<file path="src/hdl/gpio_pkg.sv">
// Purpose: Shared constants and carriers for the general purpose pin port.
// Assumes: 8 pins per port, byte-wide registers on 32-bit Avalon words.
// Notes: Byte address of register index k is 4*k.
package gpio_pkg;
  localparam int NPINS = 8;
  // Register indices (word offset within the port)
  localparam logic [4:0] IDX_DIR = 5'h00;
  localparam logic [4:0] IDX_DRV_SET = 5'h01;
  localparam logic [4:0] IDX_DRV_CLR = 5'h02;
  localparam logic [4:0] IDX_DRV_TGL = 5'h03;
  localparam logic [4:0] IDX_OUT = 5'h04;
  localparam logic [4:0] IDX_LVL_SET = 5'h05;
  localparam logic [4:0] IDX_LVL_CLR = 5'h06;
  localparam logic [4:0] IDX_LVL_TGL = 5'h07;
  localparam logic [4:0] IDX_IN = 5'h08;
  localparam logic [4:0] IDX_FLAGS = 5'h09;
  localparam logic [4:0] IDX_CFG0 = 5'h10;
  // Fast alias bank indices
  localparam logic [4:0] IDX_ALIAS_DIR = 5'h18;
  localparam logic [4:0] IDX_ALIAS_OUT = 5'h19;
  localparam logic [4:0] IDX_ALIAS_IN = 5'h1A;
  localparam logic [4:0] IDX_ALIAS_FLAGS = 5'h1B;
  // Config byte fields
  localparam int CFG_INV_BIT = 7;
  localparam int CFG_PULL_BIT = 3;
  localparam int CFG_SENSE_LSB = 0;
  localparam logic [7:0] CFG_RESET = 8'h00;
  localparam logic [7:0] REG_RESET = 8'h00;
  // Sense encodings
  localparam logic [2:0] SENSE_CHANGE_ONLY = 3'h0;
  localparam logic [2:0] SENSE_BOTH = 3'h1;
  localparam logic [2:0] SENSE_RISE = 3'h2;
  localparam logic [2:0] SENSE_FALL = 3'h3;
  localparam logic [2:0] SENSE_BUFFER_OFF = 3'h4;
  localparam logic [2:0] SENSE_LOW = 3'h5;
  localparam int DEAD_CYCLES = 3;
  localparam logic [31:0] READ_UNMAPPED = 32'h0000_0000;

  typedef struct packed {
    logic [NPINS-1:0] o;
    logic [NPINS-1:0] oe;
    logic [NPINS-1:0] pull;
  } pin_drive_s;

  typedef struct packed {
    logic [NPINS-1:0] en;
    logic [NPINS-1:0] oe;
    logic [NPINS-1:0] o;
  } override_s;
endpackage

</file>
<file path="src/hdl/gpio_sense.sv">
// Purpose: Per-pin sense detector with dead time after each flagged event.
// Assumes: Input is already synchronised to CLK and buffer-gated.
// Notes: Async wake path is combinational from the raw pin.
`timescale 1ns/10ps
`default_nettype none
module gpio_sense (
  input wire logic CLK,
  input wire logic RST,
  input wire logic [2:0] sense,
  input wire logic lvl,
  input wire logic pin_async,
  input wire logic buf_on,
  output logic hit,
  output logic wake
);
  import gpio_pkg::*;
  logic prev_q;
  logic [1:0] dead_q;
  logic cond;

  always_comb begin
    cond = 1'b0;
    unique case (sense)
      SENSE_BOTH: cond = lvl ^ prev_q;
      SENSE_RISE: cond = lvl & ~prev_q;
      SENSE_FALL: cond = ~lvl & prev_q;
      SENSE_LOW: cond = ~lvl;
      default: cond = 1'b0;
    endcase
  end

  assign hit = cond && (dead_q == 2'd0);

  // Wake request needs no clock; level sense and both edges wake from stop
  assign wake = buf_on && ((sense == SENSE_LOW && !pin_async) ||
                (sense == SENSE_BOTH && (pin_async ^ prev_q)));

  always_ff @(posedge CLK or posedge RST) begin
    if (RST) begin
      prev_q <= 1'b0;
    end else begin
      prev_q <= lvl;
    end
  end

  always_ff @(posedge CLK or posedge RST) begin
    if (RST) begin
      dead_q <= 2'd0;
    end else if (hit) begin
      dead_q <= 2'(DEAD_CYCLES);
    end else if (dead_q != 2'd0) begin
      dead_q <= dead_q - 2'd1;
    end
  end
endmodule
`default_nettype wire

</file>
<file path="src/hdl/gpio_pin_port.sv">
// Purpose: Eight-pin general purpose port with atomic strobes and sensing.
// Assumes: Avalon-MM slave, byte data in bits 7:0, word addresses.
// Notes: Pin drive and pull outputs are registered.
`timescale 1ns/10ps
`default_nettype none
// Summary of operation
// - After reset drivers are off and input buffers stay on.
// - One port handles eight pins, bit n maps to pin n.
// - Enable bit turns on driver; level bit sets driven value.
// - Pin levels are synchronised and readable in either direction.
// - Set and clear strobes change only written-one enable bits.
// - Toggle strobe inverts written-one enable bits.
// - Level set strobe sets written-one level bits.
// - Level clear strobe clears written-one level bits.
// - Level toggle or writing sampled value inverts level bits.
// - Buffer-off setting freezes sampled value and disables input.
// - Pin n config byte sits at offset 0x10 plus n.
// - Polarity invert flips both sampled and driven levels.
// - Changing polarity invert creates a real internal edge.
// - Pull-up connects when enabled, never while driving.
// - Sense selects both, rising, falling or low level.
// - Pin-change wake request is registered, so WAKE needs the peripheral clock.
// - Alias bank mirrors enable, level, sampled and flag registers.
// - Peripheral override takes pins; others stay plain I/O.
// - Sense event sets flag; request holds until flag cleared.
// - Three-cycle dead time after each pin event.
// - Event output is pin value, or zero with buffer off.
module gpio_pin_port (
  input wire logic CLK,
  input wire logic RST,
  input wire logic [4:0] AVS_ADDRESS,
  input wire logic AVS_READ,
  input wire logic AVS_WRITE,
  input wire logic [3:0] AVS_BYTEENABLE,
  input wire logic [31:0] AVS_WRITEDATA,
  output logic [31:0] AVS_READDATA,
  output logic AVS_WAITREQUEST,
  input wire logic [gpio_pkg::NPINS-1:0] PIN_IN,
  input wire gpio_pkg::override_s PERIPH_OVR,
  output gpio_pkg::pin_drive_s PIN_DRV,
  output logic [gpio_pkg::NPINS-1:0] PIN_BUF_EN,
  output logic [gpio_pkg::NPINS-1:0] PIN_EVENT,
  output logic [gpio_pkg::NPINS-1:0] PIN_LEVEL,
  output logic IRQ,
  output logic WAKE
);
  import gpio_pkg::*;

  logic [NPINS-1:0] dir_q;
  logic [NPINS-1:0] out_q;
  logic [NPINS-1:0] in_q;
  logic [NPINS-1:0] flags_q;
  logic [7:0] cfg_q [NPINS];
  logic [NPINS-1:0] s1_q, s2_q, s3_q, stab_q;
  logic [NPINS-1:0] inv, buf_on, sense_on, hit, wake_n, lvl, phys_in;
  logic ack_q;
  logic wr, rd;
  logic [7:0] wdata;

  function automatic logic [2:0] sense_of(input logic [7:0] c);
    sense_of = c[CFG_SENSE_LSB +: 3];
  endfunction

  // One-wait-state slave: waitrequest and read data appear on the cycle after the request
  // Writes land at the edge where the master sees waitrequest low
  assign wr = AVS_WRITE && ack_q && AVS_BYTEENABLE[0];
  assign rd = AVS_READ && !ack_q;
  assign wdata = AVS_WRITEDATA[7:0];

  always_comb begin
    for (int n = 0; n < NPINS; n++) begin
      inv[n] = cfg_q[n][CFG_INV_BIT];
      buf_on[n] = sense_of(cfg_q[n]) != SENSE_BUFFER_OFF;
      sense_on[n] = buf_on[n] && !PERIPH_OVR.en[n];
      phys_in[n] = PIN_IN[n];
      lvl[n] = stab_q[n] ^ inv[n];
    end
  end

  always_ff @(posedge CLK or posedge RST) begin
    if (RST) begin
      ack_q <= 1'b0;
    end else begin
      ack_q <= (AVS_READ || AVS_WRITE) && !ack_q;
    end
  end

  always_ff @(posedge CLK or posedge RST) begin
    if (RST) begin
      AVS_WAITREQUEST <= 1'b1;
    end else begin
      AVS_WAITREQUEST <= !((AVS_READ || AVS_WRITE) && !ack_q);
    end
  end

  // Three-stage synchroniser; change accepted when stages two and three agree
  always_ff @(posedge CLK or posedge RST) begin
    if (RST) begin
      s1_q <= '0;
      s2_q <= '0;
      s3_q <= '0;
    end else begin
      s1_q <= phys_in;
      s2_q <= s1_q;
      s3_q <= s2_q;
    end
  end

  always_ff @(posedge CLK or posedge RST) begin
    if (RST) begin
      stab_q <= '0;
    end else begin
      for (int n = 0; n < NPINS; n++) begin
        if (buf_on[n] && s2_q[n] == s3_q[n]) begin
          stab_q[n] <= s3_q[n];
        end
      end
    end
  end

  always_ff @(posedge CLK or posedge RST) begin
    if (RST) begin
      in_q <= REG_RESET;
    end else begin
      for (int n = 0; n < NPINS; n++) begin
        if (buf_on[n]) begin
          in_q[n] <= lvl[n];
        end
      end
    end
  end

  always_ff @(posedge CLK or posedge RST) begin
    if (RST) begin
      dir_q <= REG_RESET;
    end else if (wr) begin
      unique case (AVS_ADDRESS)
        IDX_DIR, IDX_ALIAS_DIR: dir_q <= wdata;
        IDX_DRV_SET: dir_q <= dir_q | wdata;
        IDX_DRV_CLR: dir_q <= dir_q & ~wdata;
        IDX_DRV_TGL: dir_q <= dir_q ^ wdata;
        default: dir_q <= dir_q;
      endcase
    end
  end

  always_ff @(posedge CLK or posedge RST) begin
    if (RST) begin
      out_q <= REG_RESET;
    end else if (wr) begin
      unique case (AVS_ADDRESS)
        IDX_OUT, IDX_ALIAS_OUT: out_q <= wdata;
        IDX_LVL_SET: out_q <= out_q | wdata;
        IDX_LVL_CLR: out_q <= out_q & ~wdata;
        IDX_LVL_TGL, IDX_IN, IDX_ALIAS_IN: out_q <= out_q ^ wdata;
        default: out_q <= out_q;
      endcase
    end
  end

  always_ff @(posedge CLK or posedge RST) begin
    if (RST) begin
      for (int n = 0; n < NPINS; n++) begin
        cfg_q[n] <= CFG_RESET;
      end
    end else if (wr && AVS_ADDRESS[4:3] == IDX_CFG0[4:3]) begin
      cfg_q[AVS_ADDRESS[2:0]] <= wdata;
    end
  end

  // Hardware set wins over a software clear in the same cycle
  always_ff @(posedge CLK or posedge RST) begin
    if (RST) begin
      flags_q <= REG_RESET;
    end else begin
      if (wr && (AVS_ADDRESS == IDX_FLAGS || AVS_ADDRESS == IDX_ALIAS_FLAGS)) begin
        flags_q <= (flags_q & ~wdata) | hit;
      end else begin
        flags_q <= flags_q | hit;
      end
    end
  end

  always_ff @(posedge CLK or posedge RST) begin
    if (RST) begin
      IRQ <= 1'b0;
    end else begin
      IRQ <= |(flags_q | hit);
    end
  end

  always_ff @(posedge CLK or posedge RST) begin
    if (RST) begin
      AVS_READDATA <= READ_UNMAPPED;
    end else if (rd) begin
      AVS_READDATA <= READ_UNMAPPED;
      unique case (AVS_ADDRESS)
        IDX_DIR, IDX_ALIAS_DIR: AVS_READDATA[7:0] <= dir_q;
        IDX_OUT, IDX_ALIAS_OUT: AVS_READDATA[7:0] <= out_q;
        IDX_IN, IDX_ALIAS_IN: AVS_READDATA[7:0] <= in_q;
        IDX_FLAGS, IDX_ALIAS_FLAGS: AVS_READDATA[7:0] <= flags_q;
        default: begin
          if (AVS_ADDRESS[4:3] == IDX_CFG0[4:3]) begin
            AVS_READDATA[7:0] <= cfg_q[AVS_ADDRESS[2:0]];
          end
        end
      endcase
    end
  end

  // Pin drive with peripheral override per pin
  always_ff @(posedge CLK or posedge RST) begin
    if (RST) begin
      PIN_DRV <= '0;
    end else begin
      for (int n = 0; n < NPINS; n++) begin
        if (PERIPH_OVR.en[n]) begin
          PIN_DRV.oe[n] <= PERIPH_OVR.oe[n];
          PIN_DRV.o[n] <= PERIPH_OVR.o[n] ^ inv[n];
          PIN_DRV.pull[n] <= cfg_q[n][CFG_PULL_BIT] && !PERIPH_OVR.oe[n];
        end else begin
          PIN_DRV.oe[n] <= dir_q[n];
          PIN_DRV.o[n] <= out_q[n] ^ inv[n];
          PIN_DRV.pull[n] <= cfg_q[n][CFG_PULL_BIT] && !dir_q[n];
        end
      end
    end
  end

  always_ff @(posedge CLK or posedge RST) begin
    if (RST) begin
      PIN_BUF_EN <= '1;
    end else begin
      PIN_BUF_EN <= buf_on;
    end
  end

  always_ff @(posedge CLK or posedge RST) begin
    if (RST) begin
      PIN_EVENT <= '0;
      PIN_LEVEL <= '0;
      WAKE <= 1'b0;
    end else begin
      PIN_EVENT <= lvl & buf_on;
      PIN_LEVEL <= lvl;
      WAKE <= |wake_n;
    end
  end

  // Per-pin sensing; the pin index is also the flag bit
  for (genvar g = 0; g < NPINS; g++) begin : g_sense
    gpio_sense u_sense (
      .CLK(CLK),
      .RST(RST),
      .sense(sense_on[g] ? sense_of(cfg_q[g]) : SENSE_CHANGE_ONLY),
      .lvl(lvl[g]),
      .pin_async(PIN_IN[g] ^ inv[g]),
      .buf_on(sense_on[g]),
      .hit(hit[g]),
      .wake(wake_n[g])
    );
  end
endmodule
`default_nettype wire

</file>
<file path="config.mk">
export PLATFORM = sky130hd
export DESIGN_NAME = gpio_pin_port
export DESIGN_NICKNAME = d
export VERILOG_FILES = /design/src/hdl/gpio_pkg.sv /design/src/hdl/gpio_sense.sv /design/src/hdl/gpio_pin_port.sv
export SDC_FILE = /design/constraint.sdc
export NUM_CORES = 1
export LEC_CHECK = 0
export BUFFER_PORTS_ARGS = -buffer_cell sky130_fd_sc_hd__clkbuf_2
export CORE_MARGIN = 2
export CORE_UTILIZATION = 33
export CTS_CLUSTER_SIZE = 10
export DETAILED_ROUTE_END_ITERATION = 6
export PLACE_DENSITY = 0.53
export SYNTH_ARGS = -nofsm -noshare
export SYNTH_HDL_FRONTEND = slang
export SYNTH_SLANG_ARGS = --single-unit
</file>
<file path="constraint.sdc">
create_clock -name CLK -period 6.84 [get_ports CLK]
set_input_delay 0.684 -clock CLK [delete_from_list [all_inputs] [get_ports CLK]]
set_output_delay 0.684 -clock CLK [all_outputs]
set_load 0.02 [all_outputs]
</file>
# Word-level counts from Yosys, hierarchy flattened
# Cells that the tools add are included.
classes:
  mux: 67
  addsub: 8
  n_lt_le_gt_ge: 2
  bitwise_logic: 92
  n_reduce_logical: 151
  eq_ne: 62
op_table:
  columns: ["operator", "count"]
  rows:
  - ["one-hot mux 8 bit (4 select lines)", 3]
  - ["logical AND 1 bit", 71]
  - ["bitwise mux 64 bit", 1]
  - ["== test 3 x 2 -> 1 bit, second input constant", 16]
  - ["XOR 1 bit", 48]
  - ["2-to-1 mux 8 bit", 5]
  - ["zero test 1 bit", 34]
  - ["bitwise AND 8 bit", 4]
  - ["2-to-1 mux 2 bit", 16]
  - ["bitwise OR 8 bit", 4]
  - ["one-hot mux 1 bit (4 select lines)", 8]
  - ["nonzero test 2 bit", 16]
  - ["binary-select mux 8 bit (select 3 bit)", 1]
  - ["demux 8 bit (select 3 bit)", 1]
  - ["== test 3 x 1 -> 1 bit, second input constant", 8]
  - ["== test 3 bit, second input constant", 8]
  - ["2-to-1 mux 1 bit", 24]
  - ["2-to-1 mux 3 bit", 8]
  - ["!= test 3 bit, second input constant", 8]
  - ["== test 5 x 3 -> 1 bit, second input constant", 4]
  - ["== test 5 bit, second input constant", 4]
  - ["bitwise AND 1 bit", 16]
  - ["zero test 2 bit", 8]
  - ["NOT 1 bit", 16]
  - ["other kinds (18)", 50]
word_totals:
  reg_bits: 212
  word_cells: 439
  output_inout_bits: 83
  inputBits: 77

# Longest topological paths before layout
# Gate-level depths: netlist (run 1).
logic_depth:
  word_depth: 8
  ltp_mapped: 8
  depth_no_buf: 8

# By module
# A second synthesis (run 1) with hierarchy kept.
unflattened:
  cells_unflattened: 1009
  area_unflattened_um2: 11253.3
modules_own_cells:
  columns: ["module", "area_per_inst_um2", "n_inst", "cells_per_inst"]
  rows:
  - ["gpio_pin_port", 9301.4, 1, 825]
  - ["gpio_sense", 244.0, 8, 23]

# Worst setup path before layout (run 1)
# OpenSTA, ideal clock, no wires.
synth_timing:
  kind: "input to register"
  startpoint: "in AVS_WRITEDATA[3]"
  endpoint: "reg out_q[3]"
  path_buffers: 1
  required_ns: 6.714
  arrival_time_ns: 1.995
  cell_stages: 8
  slack_ns: 4.719
  cell_sequence: "clkbuf_1 inv_1 ha_1 mux2_2 nand2_1 a21oi_1 a221oi_1 o21ai_1"
synth_between:
  elab_chain_len: 3
  elab_cells_between_ends: 5
  classes_between: "mux (1); bitwise (4)"
synth_lines:
  columns: ["element", "line_no", "source"]
  rows:
  - ["start: declaration", "gpio_pin_port.sv:35", "input wire logic [31:0] AVS_WRITEDATA,"]
  - ["NOT 8 bit", "gpio_pin_port.sv:154", "IDX_LVL_CLR: out_q <= out_q & ~wdata;"]
  - ["bitwise AND 8 bit", "gpio_pin_port.sv:154", null]
  - ["one-hot mux 8 bit (4 select lines) (*)", "gpio_pin_port.sv:151", "unique case (AVS_ADDRESS)"]
  - ["end signal: assignment", "gpio_pin_port.sv:152", "IDX_OUT, IDX_ALIAS_OUT: out_q <= wdata;"]
  - ["end signal: assignment", "gpio_pin_port.sv:154", null]
  - ["end signal: assignment", "gpio_pin_port.sv:155", "IDX_LVL_TGL, IDX_IN, IDX_ALIAS_IN: out_q <= out_q ^ wdata;"]
  - ["end: declaration", "gpio_pin_port.sv:50", "logic [NPINS-1:0] out_q;"]
# Mark *: on every way between the ends. The rest lies on a longest branch, timed or not.
# A chain may end at the register's enable or synchronous reset.

# Final worst setup path (run 1)
layout_timing:
  startpoint: "in AVS_ADDRESS[1]"
  endpoint: "reg out_q[2]"
layout_between:
  elab_chain_len: 4
  elab_cells_between_ends: 12
  classes_between: "eq/ne (7); mux (1); reduce/logical (4)"
layout_lines:
  columns: ["element", "line_no", "source"]
  rows:
  - ["start: declaration", "gpio_pin_port.sv:31", "input wire logic [4:0] AVS_ADDRESS,"]
  - ["== test 5 x 3 -> 1 bit, or another cell as far along", "gpio_pin_port.sv:151", null]
  - ["OR reduction 3 bit or OR reduction 2 bit (tied branches)", "gpio_pin_port.sv:151", null]
  - ["nonzero test 4 bit (no line)", null, null]
  - ["AND reduction 2 bit (no line)", null, null]
  - ["end signal: assignment", "gpio_pin_port.sv:152", null]
  - ["end signal: assignment", "gpio_pin_port.sv:153", "IDX_LVL_SET: out_q <= out_q | wdata;"]
  - ["end signal: assignment", "gpio_pin_port.sv:154", null]
# Parallel ways exist; a longest one is shown, timed or not.

==> impl_summary.log, run 1 <==
INFO  metric critical_path.max_fanout = 23
INFO  metric synth_seq_area_share = 0.489
INFO  metric drt_pass1_iterations = 4
INFO  metric area.growth.synth_to_final = 13.8%
INFO  metric yosys.area.top_type_share = 0.466
INFO  metric yosys.cell_types.count = 66
INFO  metric synth-main-ff-cell = dfrtp_1
INFO  metric lkg_pwr = around 5.6 nW
INFO  metric drc = 0
INFO  metric setup-tns-final = 0 ns
INFO  metric r2r_start = cfg_q[39]
INFO  metric worstSetupEndpointType = flop
INFO  metric rr_endpoint = IRQ
INFO  metric ff2ff_path_depth = 8
INFO  metric tritoncts = yes
INFO  metric grt_start_max_net_pins = 146
INFO  metric syn-instance-count = 969
INFO  metric final.setup_skew = 0.0156 ns
INFO  metric wire_length_of_the_first_global_routing_pass = 44000 microns
INFO  metric groute.usage.overall = 0.171
INFO  metric crit_buf_inv = 2
INFO  metric timing.critical_path.from_type = input pin
INFO  metric synth_area_leader_cell = dfrtp_1
INFO  metric synthArstFlopShare = 1.00
INFO  metric clkSinkCount = 204
INFO  metric number_of_global_route_vias_before_repair = between 7000 and 8000
INFO  metric routabilityCongestion = roughly 0.84
INFO  metric cp_data_arrival_time = 3.46 ns
INFO  metric detail-route-antenna-nets = 0
INFO  metric unrepaired_setup_endpoints_after_global_routing = false
INFO  metric num_antenna_cells = 0
INFO  metric fillerInstances = ~3100
INFO  metric io_buffers = around 110
INFO  metric synth_area = roughly 0.010 sq mm
INFO  metric placement_rows = 65
INFO  metric vdd_ir_drop_max = 0.158 mV
INFO  metric critical_path.slowest_cell = o31ai_2
INFO  metric ctsHtreeMaxLevel = 1
INFO  metric yosys_register_bits = approximately 200
INFO  metric final.setup.worst_slack = roughly 3.7 ns
INFO  metric finish.net_count = 1199
INFO  metric fp.dieArea = ~0.033 sq mm
INFO  metric yosys_warnings = 0
INFO  metric maxClockFrequency = approximately 0.32 GHz
INFO  metric final-seq-area = slightly above 0.005 sq mm
INFO  metric grt_overflow = 0
INFO  metric min_delay_path_depth = 1
INFO  metric slew-limit-headroom = 0.254
INFO  metric power_density = around 310 mW/mm^2
INFO  metric r2r_setup_slack = ~4.2 ns
INFO  metric initialDrtViolationCount = approximately 480
INFO  metric initial_core_util = 0.333
INFO  metric cts_buffer_count = 24
INFO  metric cts.path.max_buffers = 3
INFO  metric post_route_cells_drive_above_1_share = 0.218
INFO  metric synth_edf_count = 0
INFO  metric via_count = 7438
INFO  metric worst_path_dominant_cell_family = compound AO/OA/AOI/OAI gates
INFO  metric pre_cts_setup_slack = roughly 3.3 ns
INFO  metric cts.reportedPaths.clkPinSlew = approximately 0.060 ns
INFO  metric outcome = completed
INFO  metric grt_antenna_before_repair = 1
INFO  metric timing.critical_path.cells = clkbuf_2 > buf_4 > xnor2_1 > and3_1 > o31ai_2 > a211oi_1
INFO  metric final-hold-violation-count = 0
INFO  metric least_margin_pin_slew = 1.11 ns
INFO  metric post_cts_hold_buffer_count = 0
INFO  metric via_per_inst = ~5
INFO  metric post-dp-hpwl = between 15000 and 20000 microns
INFO  metric critical-path-max-stage-delay = between 1 and 1.5 ns
INFO  metric library_cell_with_the_highest_instance_count_after_synthesis = dfrtp_1
INFO  metric hold_path_end = s1_q[6]
INFO  metric multiInputGateArea = roughly 0.0047 sq mm
INFO  metric yosys-top-cells-count = dfrtp_1 (195), nand2_1 (98), inv_1 (74)
INFO  metric avgRoutedWirePerCell = about 19 microns
INFO  metric timing.max_cap.violations = 0
INFO  metric floorplan.die.height = 182 microns
INFO  metric period_needed = between 3 and 4 ns
INFO  metric holdCritPathClass = input pin to flop
INFO  metric syn-mean-instance-area = 10.8 sq um
INFO  metric cts.repair.resized = 0
INFO  metric cts_setup_buffers = 0
INFO  metric final_max_slew_viol_count = 0
INFO  metric core_region_area = 0.0314 sq mm
INFO  metric criticalPathCategory = input pin to flop
INFO  metric timing.final.crit_share = 0.457
INFO  metric required = around 7.2 ns
INFO  metric number_of_top_level_design_ports = 160
INFO  metric cts_root_buf = clkbuf_16
INFO  metric netlist_top_cells_area = dfrtp_1 (47%), ha_1 (6.7%), mux2_2 (5.4%)
INFO  metric route.final.wire_length = approximately 28000 microns
INFO  metric worst_hold_startpoint = PIN_IN[6]
INFO  metric finalSetupViolCount = 0
INFO  metric dieWidth = ~180 microns
INFO  metric insertion_delay = between 0.5 and 0.6 ns
==> cell usage in the layout, fill, tap and decap left out, drive strengths merged, types with 5 or more instances in the layout <==
cell type / netlist / routed
or2: 7 / 7
nand3: 9 / 9
xor2: 5 / 5
nand4: 7 / 7
mux2: 50 / 50
a22oi: 8 / 8
inv: 74 / 74
nand2: 98 / 98
a221o: 8 / 8
o22ai: 8 / 8
clkbuf: 8 / 150
dfrtp: 195 / 195
a221oi: 16 / 16
and3: 5 / 5
and2: 6 / 6
a21oi: 52 / 52
mux2i: 28 / 28
conb: 1 / 24
xnor2: 28 / 28
o21ai: 71 / 71
nor2: 70 / 70
ha: 56 / 56
nor2b: 9 / 9
dfstp: 9 / 9
nand2b: 15 / 15
mux4: 16 / 16
==> kinds of logic (layout without fill, tap and decap cells) <==
| logic type | count (synthesis) | count (layout) | synth area share |
|---|---|---|---|
| AOI/OAI and AO/OA | 186 | 186 | 0.111 |
| adders and majority gates | 56 | 56 | 0.0670 |
| xor gates and xnor gates | 33 | 33 | 0.0276 |
| muxes | 94 | 94 | 0.115 |
| DFF | 204 | 204 | 0.489 |
| buffers and inverters | 137 | 227 | 0.0672 |
| and+or+nand+nor | 258 | 258 | 0.122 |
| other | 1 | 24 | 0.000358 |
==> how the worst max path moves through the flow <==
stage	startpoint	to	slack (ns)	cells after the start
final	AVS_ADDRESS[1]	out_q[2]	3.72	6
after global routing	AVS_ADDRESS[1]	out_q[7]	3.65	6
after CTS	AVS_ADDRESS[1]	out_q[2]	3.80	6
after detailed placement	AVS_ADDRESS[1]	out_q[7]	3.25	6
after global placement	AVS_ADDRESS[1]	out_q[7]	3.32	6
after floorplan	RST	AVS_READDATA[0]	0.60	1
==> area by class of cell <==
cell class              instances  share of cell area
well taps                     402              0.0422
clock buffers                  42              0.0596
flip-flops and latches        204               0.430
inverters                      74              0.0240
repair buffers                111              0.0473
multi-input cells             651               0.397
==> per-layer routing <==
metal	wire [microns]	global-route usage	share of wire	vias to the layer above
li1	-	-	-	3521
met1	12200	0.227	0.43	3700
met2	13500	0.288	0.48	174
met3	1690	0.0315	0.060	41
met4	626	0.0455	0.022	2
met5	11	0	0.00039	-
==> registers in the layout (all words and copies together), names as in the netlist <==
name / flops
cfg_q: 64
PIN_DRV: 24
g_sense.u_sense.dead_q: 16
AVS_READDATA: 8
PIN_BUF_EN: 8
PIN_EVENT: 8
PIN_LEVEL: 8
dir_q: 8
flags_q: 8
in_q: 8
out_q: 8
s1_q: 8
s2_q: 8
s3_q: 8
stab_q: 8
AVS_WAITREQUEST: 1
IRQ: 1
WAKE: 1
ack_q: 1
==> metrics by stage <==
stage	cells	utilization	cell area [sq um]	hold WS, ns	total power [W]
detailed placement	1442	0.357	11200	0.335	0.00248
global placement	1442	0.357	11200	0.333	0.00246
finish	1484	0.379	11900	0.306	0.00364
floorplan	992	-	10500	0.331	0.00221
CTS	1484	0.379	11900	0.289	0.00369
global route	1484	0.379	11900	0.294	0.00387
==> power by group <==
part / total (W) / leakage, nW / switching [W] / internal, W
Sequential: 0.00160 / 2.53 / 0.000175 / 0.00142
Clock: 0.00119 / 0.340 / 0.000491 / 0.000695
Combinational: 0.000859 / 2.73 / 0.000501 / 0.000358
Total: 0.00364 / 5.60 / 0.00117 / 0.00248
Note: power is estimated with default switching activity, not from simulation.
==> inputs of run 2 (changes only) <==
ABC_AREA = 1   (was unset)
clock period = 3.2 ns   (was 6.84 ns; I/O delays follow)
==> impl_summary.log, run 2 <==
INFO  metric clkSinkCount = 204 (unchanged)
INFO  metric least_margin_pin_slew = 0.766 ns (-0.347 ns)
INFO  metric netlist_top_cells_area = dfrtp_1 (46%), nand2_1 (12%), o21ai_0 (7.5%)
INFO  metric cts.path.max_buffers = 3 (unchanged)
INFO  metric period_needed = about 2.1 ns
INFO  metric fin_worst_hold_slack = 0.0349 ns (-0.271 ns)
INFO  metric cts_buffer_count = 26 (+8.3%)
INFO  metric timing.critical_path.from_type = flop
INFO  metric internal_power = 0.00514 W (+110%)
INFO  metric post_route_cells_drive_above_1_share = 0.129 (-0.0888)
INFO  metric via_per_inst = 4.74 (-5.5%)
INFO  metric synth_area = 0.0105 sq mm (+0.36%)
INFO  metric cts_root_buf = clkbuf_16
INFO  metric clock_power_share = 0.354 (+0.028)
INFO  metric fp.dieArea = 0.0333 sq mm (+0.35%)
INFO  metric power_switching = 0.00252 W (+120%)
INFO  metric placement_rows = 65 (unchanged)
INFO  metric routabilityCongestion = 0.846 (+0.79%)
INFO  metric final-hold-violation-count = 0 (unchanged)
INFO  metric synth_area_leader_cell = dfrtp_1
INFO  metric io_buffers = 108 (unchanged)
INFO  metric part_of_the_total_power_dissipated_in_combinational_logic = 0.207 (-0.029)
INFO  metric sw_frac_of_total = 0.329 (+0.00814)
INFO  metric yosys.cell_types.count = 37 (-44%)
INFO  metric worstSetupEndpointType = flop
INFO  metric timing.max_cap.violations = 0 (unchanged)
INFO  metric library_cell_with_the_highest_instance_count_after_synthesis = nand2_1
INFO  metric floorplan.die.height = 182 microns (+0.18%)
INFO  metric largest-register = cfg_q
INFO  metric top_regs = cfg_q: 64 flops, PIN_DRV: 24 flops, g_sense.u_sense.dead_q: 16 flops
INFO  metric syn-mean-instance-area = 8.24 sq um (-24%)
INFO  metric synth_edf_count = 0 (unchanged)
INFO  metric vdd_ir_drop_max = 0.341 mV (+120%)
INFO  metric insertion_delay = 0.54 ns (+0.02 ns)
INFO  metric number_of_top_level_design_ports = 160 (unchanged)
INFO  metric yosys.area.top_type_share = 0.465 (-0.00167)
INFO  metric adder_cell_area_share_of_the_yosys_netlist = 0.0667 (-0.000239)
INFO  metric postLayoutCellArea = 0.0122 sq mm (+2.6%)
INFO  metric synth_seq_area_share = 0.487 (-0.00175)
INFO  metric final_max_slew_viol_count = 0 (unchanged)
INFO  metric required = 3.60 ns (-3.58 ns)
INFO  metric drt_pass1_iterations = 7 (+3)
INFO  metric core_region_area = 0.0315 sq mm (+0.26%)
INFO  metric grt_start_max_net_pins = 82 (-44%)
INFO  metric setup-tns-final = 0 ns (unchanged)
INFO  metric maxClockFrequency = 0.475 GHz
INFO  metric critical_path.max_fanout = 6 (-74%)
INFO  metric post-place-cells = 1753 (+22%)
INFO  metric yosys_warnings = 0 (unchanged)
INFO  metric power_density = 627 mW/mm^2 (+100%)
INFO  metric fillerInstances = 3238 (+4.3%)
INFO  metric cts_setup_buffers = 0 (unchanged)
INFO  metric initialDrtViolationCount = 730 (+53%)
INFO  metric largest_family_of_logic_cells_by_synthesized_area = simple AND/OR/NAND/NOR gates
INFO  metric yosys-top-cells-count = nand2_1 (347), dfrtp_1 (195), inv_1 (157), o21ai_0 (157), nor2_1 (107)
INFO  metric slew-limit-headroom = 0.486 (+0.233)
INFO  metric most_frequent_standard_cell_in_the_layout_excluding_fill_and_tap_cells = nand2_1
INFO  metric final.setup_skew = 0.0210 ns (+0.00534 ns)
INFO  metric holdCritPathClass = input pin to flop
INFO  metric dieWidth = 182 microns (+0.18%)
INFO  metric wire_length_of_the_first_global_routing_pass = 46100 microns (+4.9%)
INFO  metric initial_core_util = 0.334 (about the same)
INFO  metric lkg_pwr = 6.11 nW (+9.0%)
INFO  metric ctsHtreeMaxLevel = 1 (unchanged)
INFO  metric synthArstFlopShare = 1.00 (unchanged)
INFO  metric detail-route-antenna-nets = 0 (unchanged)
INFO  metric finish.net_count = 1522 (+27%)
INFO  metric tritoncts = yes
INFO  metric route.final.wire_length = 29200 microns (+3.9%)
INFO  metric grt_antenna_before_repair = 1 (unchanged)
INFO  metric synth_compound_area_frac = 0.104 (-0.00779)
INFO  metric share_seq_of_total_power = 0.439 (about the same)
INFO  metric finalSetupViolCount = 0 (unchanged)
INFO  metric unrepaired_setup_endpoints_after_global_routing = false
INFO  metric post-dp-hpwl = 21200 microns (+6.0%)
INFO  metric outcome = completed
INFO  metric number_of_flip_flops_in_the_largest_register = 64 (unchanged)
INFO  metric min_delay_path_depth = 3 (+2)
INFO  metric grt_overflow = 0 (unchanged)
INFO  metric synthSimpleGateAreaFrac = 0.229 (+0.107)
INFO  metric yosys-mux-area-fraction = 0 (-0.115)
INFO  metric synth-xor-area-share = 0.0209 (-0.00677)
INFO  metric synth-main-ff-cell = dfrtp_1
INFO  metric finalNonFillerCells = 1810 (+22%)
INFO  metric cp_data_arrival_time = 2.51 ns (-0.95 ns)
INFO  metric timing.final.crit_share = 0.659
INFO  metric area.growth.synth_to_final = 16.3%
INFO  metric drc = 0 (unchanged)
INFO  metric avgRoutedWirePerCell = 16.1 microns (-15%)
INFO  metric cts.reportedPaths.clkPinSlew = 0.05 ns (about the same)
INFO  metric yosys_register_bits = 204 (unchanged)
INFO  metric placedInstanceArea = 0.0113 sq mm (+1.3%)
INFO  metric groute.usage.overall = 0.178 (+0.00709)
INFO  metric criticalPathCategory = flop to flop
INFO  metric syn-instance-count = 1275 (+32%)
INFO  metric number_of_global_route_vias_before_repair = 8179 (+11%)
INFO  metric layout_common_cells = nand2_1 (347), dfrtp_1 (195), o21ai_0 (157)
INFO  metric ff2ff_path_depth = 11 (+3)
INFO  metric via_count = 8573 (+15%)
==> run 2: changes by cell type in the layout (fill, tap and decap cells not counted), moves of 33 or more <==
cell and change:
mux2_2 -50, a21oi_1 -33, o21ai_0 +93, inv_1 +83
nand2_1 +249, nor2_1 +42
==> run 2: worst paths after layout <==
kind,start,to,slack [ns]
min in group asynchronous,RST,cfg_q[2],0.42
max in group asynchronous,RST,PIN_BUF_EN[2],1.90
worst min-delay path,PERIPH_OVR[8],PIN_DRV[8],0.03
worst max-delay path,cfg_q[7],IRQ,1.09
worst max register to register,cfg_q[7],IRQ,1.09
worst min register to register,s1_q[1],s2_q[1],0.34
==> run 2: power by group through the flow <==
stage	Combinational, W	Clock (W)	Sequential [W]
floorplan	0.00104	0	0.00342
global placement	0.00155	0	0.00339
detailed placement	0.00160	0	0.00340
CTS	0.00161	0.00279	0.00336
global route	0.00186	0.00291	0.00343
finish	0.00159	0.00271	0.00336
==> run 2: kinds of logic after synthesis <==
logic type,Yosys count
flip-flops,204
adder cells (fa/ha/maj),56
XOR/XNOR,25
AND/OR/NAND/NOR,562
other,1
buffers and inverters,223
AO/OA/AOI/OAI,204
==> run 2: layer usage <==
metal  vias to the layer above  global-route usage  share of wire
met3                        46              0.0275          0.050
li1                       4263                   -              -
met1                      4037               0.247           0.46
met2                       225               0.293           0.47
met4                         2              0.0429          0.022
met5                         -                   0        0.00045
==> run 2: worst max-delay path, cell delays in order (launching register included) <==
cell	delay (ns)
dfrtp_1	0.50
xor2_1	0.33
inv_1	0.12
ha_1	0.21
inv_1	0.05
nor2_1	0.04
nor2_1	0.10
nand2_1	0.10
nand2_1	0.16
nand2_1	0.08
nor2_1	0.17
nand3_1	0.10
==> run 2: final cells by class <==
cell class | instances | area [sq um] | area share
sequential | 204 | 5120 | 0.419
multi-input combinational | 871 | 4500 | 0.369
clock buffer | 43 | 744 | 0.0610
timing repair buffer | 122 | 696 | 0.0570
inverter | 164 | 619 | 0.0507
tap | 402 | 503 | 0.0412
clock inverter | 3 | 30.0 | 0.00246
antenna | 1 | 2.50 | 0.000205
==> run 2: through the flow <==
stage | util | power, W | worst slack [ns]
after floorplan | - | 0.00446 | 0.243
after detailed placement | 0.360 | 0.00500 | 0.868
after global placement | 0.360 | 0.00494 | 0.933
after CTS | 0.388 | 0.00776 | 1.04
final | 0.388 | 0.00766 | 1.09
after global routing | 0.388 | 0.00820 | 0.836
==> run 2: repair_timing <==
| action | CTS | global route |
|---|---|---|
| resized for setup | 0 | 0 |
| endpoints found under the hold margin | 32 | 0 |
| hold buffers | 10 | 0 |
